[src/led_sink_cfg.svh]
// constants for the led sink control registers: addresses, reset values,
// field positions and ramp step times
// assumes: included by bare name from the package, the control bank and the bench
`ifndef LED_SINK_CFG_SVH
`define LED_SINK_CFG_SVH

// ============================================================
// clock
`define MCLK_PERIOD_NS 100

// ============================================================
// register addresses
`define ADDR_GENERAL   8'h10
`define ADDR_PRIMARY   8'hA0
`define ADDR_SECONDARY 8'hB0

// ============================================================
// reset values
`define GENERAL_RESET  8'hC0
`define BRIGHT_RESET   8'hE0
`define GENERAL_ONES   2'h3
`define UNMAPPED_READ  8'h00

// ============================================================
// general control field positions
`define BIT_PRI_EN   0
`define BIT_SEC_EN   1
`define BIT_SHARED   2
`define BIT_RAMP_LO  3
`define BIT_RAMP_HI  4
`define BIT_BIAS     5
`define FIELD_MSB    5
`define CODE_MSB     4

// ============================================================
// ramp step times, per code step
`define STEP_FAST_NS   51000
`define STEP_SLOW1_MS  13
`define STEP_SLOW2_MS  26
`define STEP_SLOW3_MS  52
`define NS_PER_MS      1000000

// ============================================================
// ramp field codes, low bit first
`define RAMP_FAST   2'h0
`define RAMP_SLOW1  2'h1
`define RAMP_SLOW2  2'h2

`endif

[src/led_sink_pkg.sv]
// types shared by the led sink control modules
// assumes: led_sink_cfg.svh sits in the same folder
`include "led_sink_cfg.svh"

package led_sink_pkg;

    typedef logic [7:0]  reg8_t;
    typedef logic [4:0]  code_t;
    // current in thousandths of a percent of full scale
    typedef logic [16:0] level_t;
    typedef logic [19:0] step_cnt_t;

    typedef enum {
        SEL_NONE,
        SEL_GENERAL,
        SEL_PRIMARY,
        SEL_SECONDARY
    } reg_sel_t;

endpackage

[src/level_rom_if.sv]
// two read ports between the control bank and the level table
// assumes: both ends run on mclk
`timescale 1ns/1ns

interface level_rom_if;
    import led_sink_pkg::*;

    code_t  addr [2];
    level_t data [2];

    modport rom  (input addr, output data);
    modport user (output addr, input data);
endinterface

[src/led_sink_ctrl.sv]
// control register bank for a two-output white led driver: holds the
// general control and two brightness registers, decodes sink enables,
// ramps each sink code toward its brightness (both toward the primary one in shared mode) and maps it to a level
// assumes: a serial slave on mclk hands over whole register writes and
// reads as one-cycle strobes; the analog side acts on the outputs
`timescale 1ns/1ns

`include "led_sink_cfg.svh"

module led_sink_ctrl
    import led_sink_pkg::*;
#(
    parameter int STEP_SLOW1_CYC =
        `STEP_SLOW1_MS * (`NS_PER_MS / `MCLK_PERIOD_NS),
    parameter int STEP_SLOW2_CYC =
        `STEP_SLOW2_MS * (`NS_PER_MS / `MCLK_PERIOD_NS),
    parameter int STEP_SLOW3_CYC =
        `STEP_SLOW3_MS * (`NS_PER_MS / `MCLK_PERIOD_NS)
) (
    // clock and reset
    input  wire logic   mclk,
    input  wire logic   sys_rst,
    // register access from the serial slave
    input  wire logic   regWrite,
    input  wire logic   regRead,
    input  wire reg8_t  regAddr,
    input  wire reg8_t  regWdata,
    output reg8_t       regRdata,
    // sink control
    output logic        primarySinkEnable,
    output logic        secondarySinkEnable,
    output logic        feedbackMode,
    output logic        analogEnable,
    // sink current codes and levels
    output code_t       primaryCode,
    output code_t       secondaryCode,
    output level_t      primaryLevel,
    output level_t      secondaryLevel
);

    localparam int STEP_FAST_CYC =
        (`STEP_FAST_NS + `MCLK_PERIOD_NS - 1) / `MCLK_PERIOD_NS;
    // only the writable fields of the reset value are stored
    localparam reg8_t GENERAL_RST = `GENERAL_RESET;

    // ============================================================
    // address decode, shared by writes and reads
    function automatic reg_sel_t decodeAddr(input reg8_t addr);
        reg_sel_t s;
        s = SEL_NONE;
        case (addr)
            `ADDR_GENERAL:   s = SEL_GENERAL;
            `ADDR_PRIMARY:   s = SEL_PRIMARY;
            `ADDR_SECONDARY: s = SEL_SECONDARY;
            default:         s = SEL_NONE;
        endcase
        return s;
    endfunction

    function automatic step_cnt_t stepPeriod(input logic [1:0] rate);
        step_cnt_t p;
        p = 20'h00000;
        case (rate)
            `RAMP_FAST:  p = step_cnt_t'(STEP_FAST_CYC);
            `RAMP_SLOW1: p = step_cnt_t'(STEP_SLOW1_CYC);
            `RAMP_SLOW2: p = step_cnt_t'(STEP_SLOW2_CYC);
            default:     p = step_cnt_t'(STEP_SLOW3_CYC);
        endcase
        return p;
    endfunction

    // ============================================================
    // register file
    logic [`FIELD_MSB:0] generalControl;
    reg8_t               primaryBrightness;
    reg8_t               secondaryBrightness;
    reg8_t               next_generalFull;
    reg8_t               next_primaryBrightness;
    reg8_t               next_secondaryBrightness;
    reg8_t               next_regRdata;
    reg_sel_t            wrSel;
    reg_sel_t            rdSel;

    always_comb begin
        wrSel                    = decodeAddr(regAddr);
        rdSel                    = decodeAddr(regAddr);
        next_generalFull         = {`GENERAL_ONES, generalControl};
        next_primaryBrightness   = primaryBrightness;
        next_secondaryBrightness = secondaryBrightness;
        next_regRdata            = regRdata;
        // writes to unmapped addresses are dropped
        if (regWrite) begin
            case (wrSel)
                SEL_GENERAL:   next_generalFull = regWdata;
                SEL_PRIMARY:   next_primaryBrightness = regWdata;
                SEL_SECONDARY: next_secondaryBrightness = regWdata;
                default:       next_generalFull = next_generalFull;
            endcase
        end
        if (regRead) begin
            case (rdSel)
                // top two bits always read as one
                SEL_GENERAL:
                    next_regRdata = {`GENERAL_ONES, generalControl};
                // brightness reads return the stored byte
                SEL_PRIMARY:   next_regRdata = primaryBrightness;
                SEL_SECONDARY: next_regRdata = secondaryBrightness;
                default:       next_regRdata = `UNMAPPED_READ;
            endcase
        end
    end

    always_ff @(posedge mclk) begin
        if (sys_rst) begin
            generalControl      <= GENERAL_RST[`FIELD_MSB:0];
            primaryBrightness   <= `BRIGHT_RESET;
            secondaryBrightness <= `BRIGHT_RESET;
            regRdata            <= `UNMAPPED_READ;
        end else begin
            // writes to the top two bits are not kept
            generalControl      <= next_generalFull[`FIELD_MSB:0];
            primaryBrightness   <= next_primaryBrightness;
            secondaryBrightness <= next_secondaryBrightness;
            regRdata            <= next_regRdata;
        end
    end

    // ============================================================
    // mode decode
    logic priEn;
    logic secEn;
    logic shared;
    logic bias;
    logic next_primarySinkEnable;
    logic next_secondarySinkEnable;
    logic next_feedbackMode;
    logic next_analogEnable;

    assign priEn  = generalControl[`BIT_PRI_EN];
    assign secEn  = generalControl[`BIT_SEC_EN];
    assign shared = generalControl[`BIT_SHARED];
    assign bias   = generalControl[`BIT_BIAS];

    always_comb begin
        // primary follows its own enable in every mode
        next_primarySinkEnable = priEn;
        if (bias) begin
            // secondary pin becomes the feedback input
            // secondary enable ignored in bias mode
            next_secondarySinkEnable = 1'b0;
        end else if (shared) begin
            // shared mode keys both sinks off the primary bit
            // secondary bit cannot light the sink here
            next_secondarySinkEnable = priEn;
        end else begin
            next_secondarySinkEnable = secEn;
        end
        next_feedbackMode = bias;
        next_analogEnable = priEn | secEn | bias;
    end

    // decoded outputs move one edge after the register
    always_ff @(posedge mclk) begin
        if (sys_rst) begin
            primarySinkEnable   <= 1'b0;
            secondarySinkEnable <= 1'b0;
            feedbackMode        <= 1'b0;
            analogEnable        <= 1'b0;
        end else begin
            primarySinkEnable   <= next_primarySinkEnable;
            secondarySinkEnable <= next_secondarySinkEnable;
            feedbackMode        <= next_feedbackMode;
            analogEnable        <= next_analogEnable;
        end
    end

    // ============================================================
    // ramp engines, one per sink
    code_t     target  [2];
    code_t     rampCur [2];
    code_t     lastTgt [2];
    step_cnt_t stepCnt [2];
    step_cnt_t period;

    // ramp rate field, low bit first
    assign period = stepPeriod({generalControl[`BIT_RAMP_LO],
                                generalControl[`BIT_RAMP_HI]});

    always_comb begin
        // only the low five bits reach the sinks
        target[0] = primaryBrightness[`CODE_MSB:0];
        // shared mode hands the primary code to both sinks
        target[1] = shared ? primaryBrightness[`CODE_MSB:0]
                           : secondaryBrightness[`CODE_MSB:0];
    end

    for (genvar i = 0; i < 2; i++) begin : gen_ramp
        code_t     next_cur;
        code_t     next_last;
        step_cnt_t next_cnt;
        code_t     stepped;

        always_comb begin
            stepped   = (target[i] > rampCur[i]) ? rampCur[i] + 5'h01
                                                 : rampCur[i] - 5'h01;
            next_cur  = rampCur[i];
            next_last = target[i];
            next_cnt  = 20'h00000;
            if (target[i] != lastTgt[i]) begin
                // first step is taken at once, so only
                // difference minus one steps cost a step time
                if (target[i] != rampCur[i])
                    next_cur = stepped;
            end else if (rampCur[i] != target[i]) begin
                // each later step waits one full step time
                if (stepCnt[i] >= period - 20'h00001) begin
                    next_cur = stepped;
                end else begin
                    next_cnt = stepCnt[i] + 20'h00001;
                end
            end
        end

        always_ff @(posedge mclk) begin
            if (sys_rst) begin
                rampCur[i] <= 5'h00;
                lastTgt[i] <= 5'h00;
                stepCnt[i] <= 20'h00000;
            end else begin
                rampCur[i] <= next_cur;
                lastTgt[i] <= next_last;
                stepCnt[i] <= next_cnt;
            end
        end
    end

    assign primaryCode   = rampCur[0];
    assign secondaryCode = rampCur[1];

    // ============================================================
    // level table
    level_rom_if levelPort ();

    assign levelPort.addr[0] = rampCur[0];
    assign levelPort.addr[1] = rampCur[1];
    assign primaryLevel      = levelPort.data[0];
    assign secondaryLevel    = levelPort.data[1];

    // codes map through the fixed table
    level_rom u_level_rom (
        .mclk    (mclk),
        .sys_rst (sys_rst),
        .port    (levelPort.rom)
    );
endmodule

[src/level_rom.sv]
// fixed table from 5-bit brightness code to current fraction of full scale
// assumes: addresses come from mclk logic; data appear one edge later
`timescale 1ns/1ns

module level_rom
    import led_sink_pkg::*;
(
    // clock
    input wire logic    mclk,
    input wire logic    sys_rst,
    // read ports
    level_rom_if.rom    port
);

    // ============================================================
    // table lookup
    function automatic level_t lookup(input code_t code);
        level_t v;
        v = 17'h00000;
        case (code)
            5'h00: v = 17'd0;
            5'h01: v = 17'd125;
            5'h02: v = 17'd625;
            5'h03: v = 17'd1000;
            5'h04: v = 17'd1125;
            5'h05: v = 17'd1313;
            5'h06: v = 17'd1688;
            5'h07: v = 17'd2063;
            5'h08: v = 17'd2438;
            5'h09: v = 17'd2813;
            5'h0A: v = 17'd3125;
            5'h0B: v = 17'd3750;
            5'h0C: v = 17'd4375;
            5'h0D: v = 17'd5250;
            5'h0E: v = 17'd6250;
            5'h0F: v = 17'd7500;
            5'h10: v = 17'd8750;
            5'h11: v = 17'd10000;
            5'h12: v = 17'd12500;
            5'h13: v = 17'd15000;
            5'h14: v = 17'd16875;
            5'h15: v = 17'd18750;
            5'h16: v = 17'd22500;
            5'h17: v = 17'd26250;
            5'h18: v = 17'd31250;
            5'h19: v = 17'd37500;
            5'h1A: v = 17'd43750;
            5'h1B: v = 17'd52500;
            5'h1C: v = 17'd61250;
            5'h1D: v = 17'd70000;
            5'h1E: v = 17'd87500;
            5'h1F: v = 17'd100000;
            default: v = 17'h00000;
        endcase
        return v;
    endfunction

    // ============================================================
    // registered read
    level_t next_data [2];

    always_comb begin
        next_data[0] = lookup(port.addr[0]);
        next_data[1] = lookup(port.addr[1]);
    end

    always_ff @(posedge mclk) begin
        if (sys_rst) begin
            port.data[0] <= 17'h00000;
            port.data[1] <= 17'h00000;
        end else begin
            port.data[0] <= next_data[0];
            port.data[1] <= next_data[1];
        end
    end
endmodule

[config.mk]
export PLATFORM = sky130hd
export DESIGN_NAME = led_sink_ctrl
export DESIGN_NICKNAME = d
export VERILOG_FILES = /design/src/led_sink_pkg.sv /design/src/level_rom_if.sv /design/src/led_sink_ctrl.sv /design/src/level_rom.sv
export VERILOG_INCLUDE_DIRS = /design/src
export SDC_FILE = /design/constraint.sdc
export NUM_CORES = 1
export LEC_CHECK = 0
export ABC_CLOCK_PERIOD_IN_PS = 4500
export BUFFER_PORTS_ARGS = -buffer_cell sky130_fd_sc_hd__buf_2
export CAP_MARGIN = 20
export CORE_AREA = 10 10 183 185
export DETAILED_ROUTE_END_ITERATION = 10
export DIE_AREA = 0 0 193 195
export PLACE_DENSITY = 0.5
export SYNTH_ARGS = -nofsm -noshare
export SYNTH_HDL_FRONTEND = slang
export SYNTH_HIERARCHICAL = 1
export SYNTH_SLANG_ARGS = --single-unit
[constraint.sdc]
create_clock -name mclk -period 4.5 [get_ports mclk]
set_input_delay 0.225 -clock mclk [delete_from_list [all_inputs] [get_ports mclk]]
set_output_delay 0.225 -clock mclk [all_outputs]
set_load 0.05 [all_outputs]
==> results.yml <==
status:
  status: "complete, no violations"
floorplanning:
  ioPinCount: 76
  die_w_um: 193
  num_rows: 64
  core-area_um2: 30000
  initial_utilization_pct: 25.5
  die_h_um: 195
  die-area_um2: 37600
timing:
  maxSlewViolCount: 0
  skew_ns: 0.00997
  setup-violations-final: 0
  final.min_clock_period_ns: 3.73
  rsz0062_at_grt: "false"
  fin_ws_ns: 0.772
  tns_ns: 0
  hold_viol: 0
  relSlewSlack_pct: 48.6
  fmax_mhz: 268
  tightest_slew_ns: 0.772
  period_share_pct: 82.8
clock_tree:
  cts_tree: "done"
  cts_buffer_depth: 2
  cts_resized: 0
  clock_sinks: 128
  cts_buffers: 17
  cts_root_buf: "clkbuf_16"
  cts-htree-levels: 4
  clock_latency_ns: 0.43
  cts_setup_buffers: 0
  clkTransAtPathRegs_ns: 0.06
  cts_hold_buf: 0
global_route:
  grt_max_degree: 54
  grt_pass1_wl_um: 33300
  globalRouteOverflowTotal: 0
  antenna_found_initial: 0
  grt_pass1_vias: 6397
  gr-usage-all-layers_pct: 10.7
logic_synthesis:
  synth-main-ff-cell: "dfxtp_1"
  synth_top_area_share_pct: 33.5
  netlist_area_um2: 7660
  netlist_instances: 908
  ys_ff_latch: 128
  synth_edf_count: 0
  async_reset_ff_share_pct: 0
  yosys.area.top_type: "dfxtp_1"
  synth_fp_nets: 1001
  synthDistinctLibCells: 72
  ys_seq_area_share_pct: 33.5
  yosys_warnings: 6
  synth.avg_cell_area_um2: 8.43
  ys_top_cells_by_area: "dfxtp_1, ha_1, a21oi_1, nor2_1, nand3_1"
critical_path:
  crit_path_end_kind: "register"
  regToRegSetupSlack_ns: 0.77
  worst-path-buf-inv: 1
  start_kind: "register"
  cp_top_family: "simple AND/OR/NAND/NOR gates"
  reg2reg_depth: 10
  cpMostUsedCell: "ha_1"
  critPathKind: "reg2reg"
  max_stage_delay_ns: 0.88
  required_ns: 4.85
  r2r_start: "generalControl[3]"
  path_cells: "inv_1, ha_1, a31oi_1, ha_1, nand4_1, a21oi_1, a2111oi_0, a211oi_1, or4_1, nor2_1"
  cp_max_fo: 20
  crit_path_top_delay_cell: "or4_1"
  r2r_end: "stepCnt[0][4]"
  critical_path_arrival_ns: 4.08
routing:
  viasPerCell: 4.85
  drt-pass1-iter-count: 5
  drt.antenna.violating_nets: 0
  route.vias.total: 6662
  wl_um: 20200
  drc: 0
  wl_per_cell_um: 14.7
  drtIter0Drc: 453
finish:
  syn2layout_area_growth_pct: 16.8
  fillCellCount: 3200
  drive_above_1_share_pct: 14.9
  antenna_cells: 0
  layout.nets: 1059
power:
  pwr-share-comb_pct: 6.0
  leakage_uw: 0.00352
  internal_power_uw: 2060
  sw_frac_of_total_pct: 23.8
  seqPwrFrac_pct: 42.4
  powerDensity_nw_per_um2: 302
  ir_drop_mv: 0.226
  p_sw_uw: 643
  clock_power_share_pct: 51.6
place:
  hpwl_um: 14200
  gp_congestion: 0.810
  place_ws_ns: 0.725
  portBuffers: 75
worst_hold_path:
  hold_depth: 3
  hold_start: "regWdata[5]"
  hold_class: "in2reg"
  hold_end: "generalControl[5]"
run:
  maxCapViolations: 0
[state kept, by name, summed over array words and instances, names as in the netlist]
name and count:
secondaryBrightness 8, stepCnt 40, regRdata 8, generalControl 6, rampCur 10, u_level_rom/port.data 34, secondarySinkEnable 1, feedbackMode 1
lastTgt 10, primarySinkEnable 1, primaryBrightness 8, analogEnable 1
[layout make-up]
cell class | instances | area, um2 | area share (%)
multi-input combinational | 688 | 4660 | 52.1
sequential | 128 | 2560 | 28.6
tap | 396 | 495 | 5.54
clock buffer | 23 | 488 | 5.45
timing repair buffer | 89 | 480 | 5.37
inverter | 42 | 158 | 1.76
clock inverter | 8 | 105 | 1.17
[metrics by stage]
stage / std cells / area [um2] / total power [uW] / hold WS (ns) / utilization, %
2_1_floorplan: 908 / 7660 / 1290 / 0.372 / -
3_3_place_gp: 1343 / 8350 / 1330 / 0.451 / 27.8
3_5_place_dp: 1343 / 8350 / 1330 / 0.448 / 27.8
4_1_cts: 1374 / 8950 / 2740 / 0.0686 / 29.8
5_1_grt: 1374 / 8950 / 2800 / 0.0793 / 29.8
6_report: 1374 / 8950 / 2710 / 0.0779 / 29.8
[power groups by stage]
stage / registers (uW) / clock network, uW / logic (uW)
global placement: 1170 / 0 / 161
floorplan: 1210 / 0 / 82.8
global route: 1150 / 1480 / 175
CTS: 1150 / 1430 / 162
detailed placement: 1170 / 0 / 161
finish: 1150 / 1400 / 162
[kinds of logic after synthesis]
logic type,count (synthesis),share of synthesized area (%)
flops,128,33.5
mux,12,1.83
buf+inv,92,5.79
simple gates,325,21.1
compound gates,226,19.8
xor+xnor,52,5.95
fa+ha+maj,73,12.1
[worst max-delay path by stage]
stage                 startpoint             end  depth (start not counted)
2_1_floorplan      rampCur[1][3]   rampCur[1][4]                         11
3_3_place_gp   generalControl[3]  stepCnt[0][16]                         10
3_5_place_dp   generalControl[3]  stepCnt[0][16]                         10
4_1_cts        generalControl[3]   stepCnt[0][8]                         10
5_1_grt        generalControl[3]  stepCnt[0][12]                         10
6_report       generalControl[3]   stepCnt[0][4]                         10
[synthesized netlist by cell type (6+ instances only)]
cell / n
a2bb2oi_1: 7
inv_1: 37
nand3_1: 49
ha_1: 71
o211ai_1: 15
and3_1: 18
xnor2_1: 24
a31oi_1: 9
nor2_2: 11
buf_2: 15
clkbuf_1: 18
a211o_1: 8
buf_6: 8
a21oi_1: 73
nor3_1: 11
nand4_1: 12
nand2_1: 63
a222oi_1: 6
nor2b_1: 24
nor2_1: 93
nand2b_1: 18
a21o_1: 15
o21ai_1: 6
xor2_1: 28
a311oi_1: 7
o21ai_0: 26
a211oi_1: 15
mux2i_1: 7
dfxtp_1: 128
[placed cells by master, fill, tap and decap left out, types with 6 or more instances in the layout]
master	n
nor2b_1	24
xnor2_1	24
a222oi_1	6
nor3_1	11
a311oi_1	7
nor2_1	93
nand2b_1	18
inv_1	37
nand2_1	63
clkbuf_16	17
a21oi_1	73
ha_1	71
a211oi_1	15
and3_1	18
nand4_1	12
buf_4	14
buf_2	75
a21o_1	15
mux2i_1	7
dfxtp_1	128
a2bb2oi_1	7
a211o_1	8
nor2_2	11
xor2_1	28
o21ai_0	26
o21ai_1	6
nand3_1	49
o211ai_1	15
a31oi_1	9
[worst reg2reg max path, cell delays in order (launching register included)]
cell       delay, ns
dfxtp_1         0.47
inv_1           0.15
ha_1            0.42
a31oi_1         0.34
ha_1            0.28
nand4_1         0.13
a21oi_1         0.06
a2111oi_0       0.51
a211oi_1        0.20
or4_1           0.88
nor2_1          0.22
[routing by layer]
| metal | part of all wire [%] | GRT usage (%) | wire length (um) | vias up |
|---|---|---|---|---|
| met5 | 0 | 0 | 0 | - |
| met4 | 1.1 | 3.11 | 212 | 0 |
| met3 | 5.9 | 2.62 | 1200 | 25 |
| met2 | 44 | 16.3 | 8830 | 155 |
| met1 | 49 | 14.5 | 9930 | 3118 |
| li1 | - | - | - | 3364 |
(Power assumes the default switching activity.)
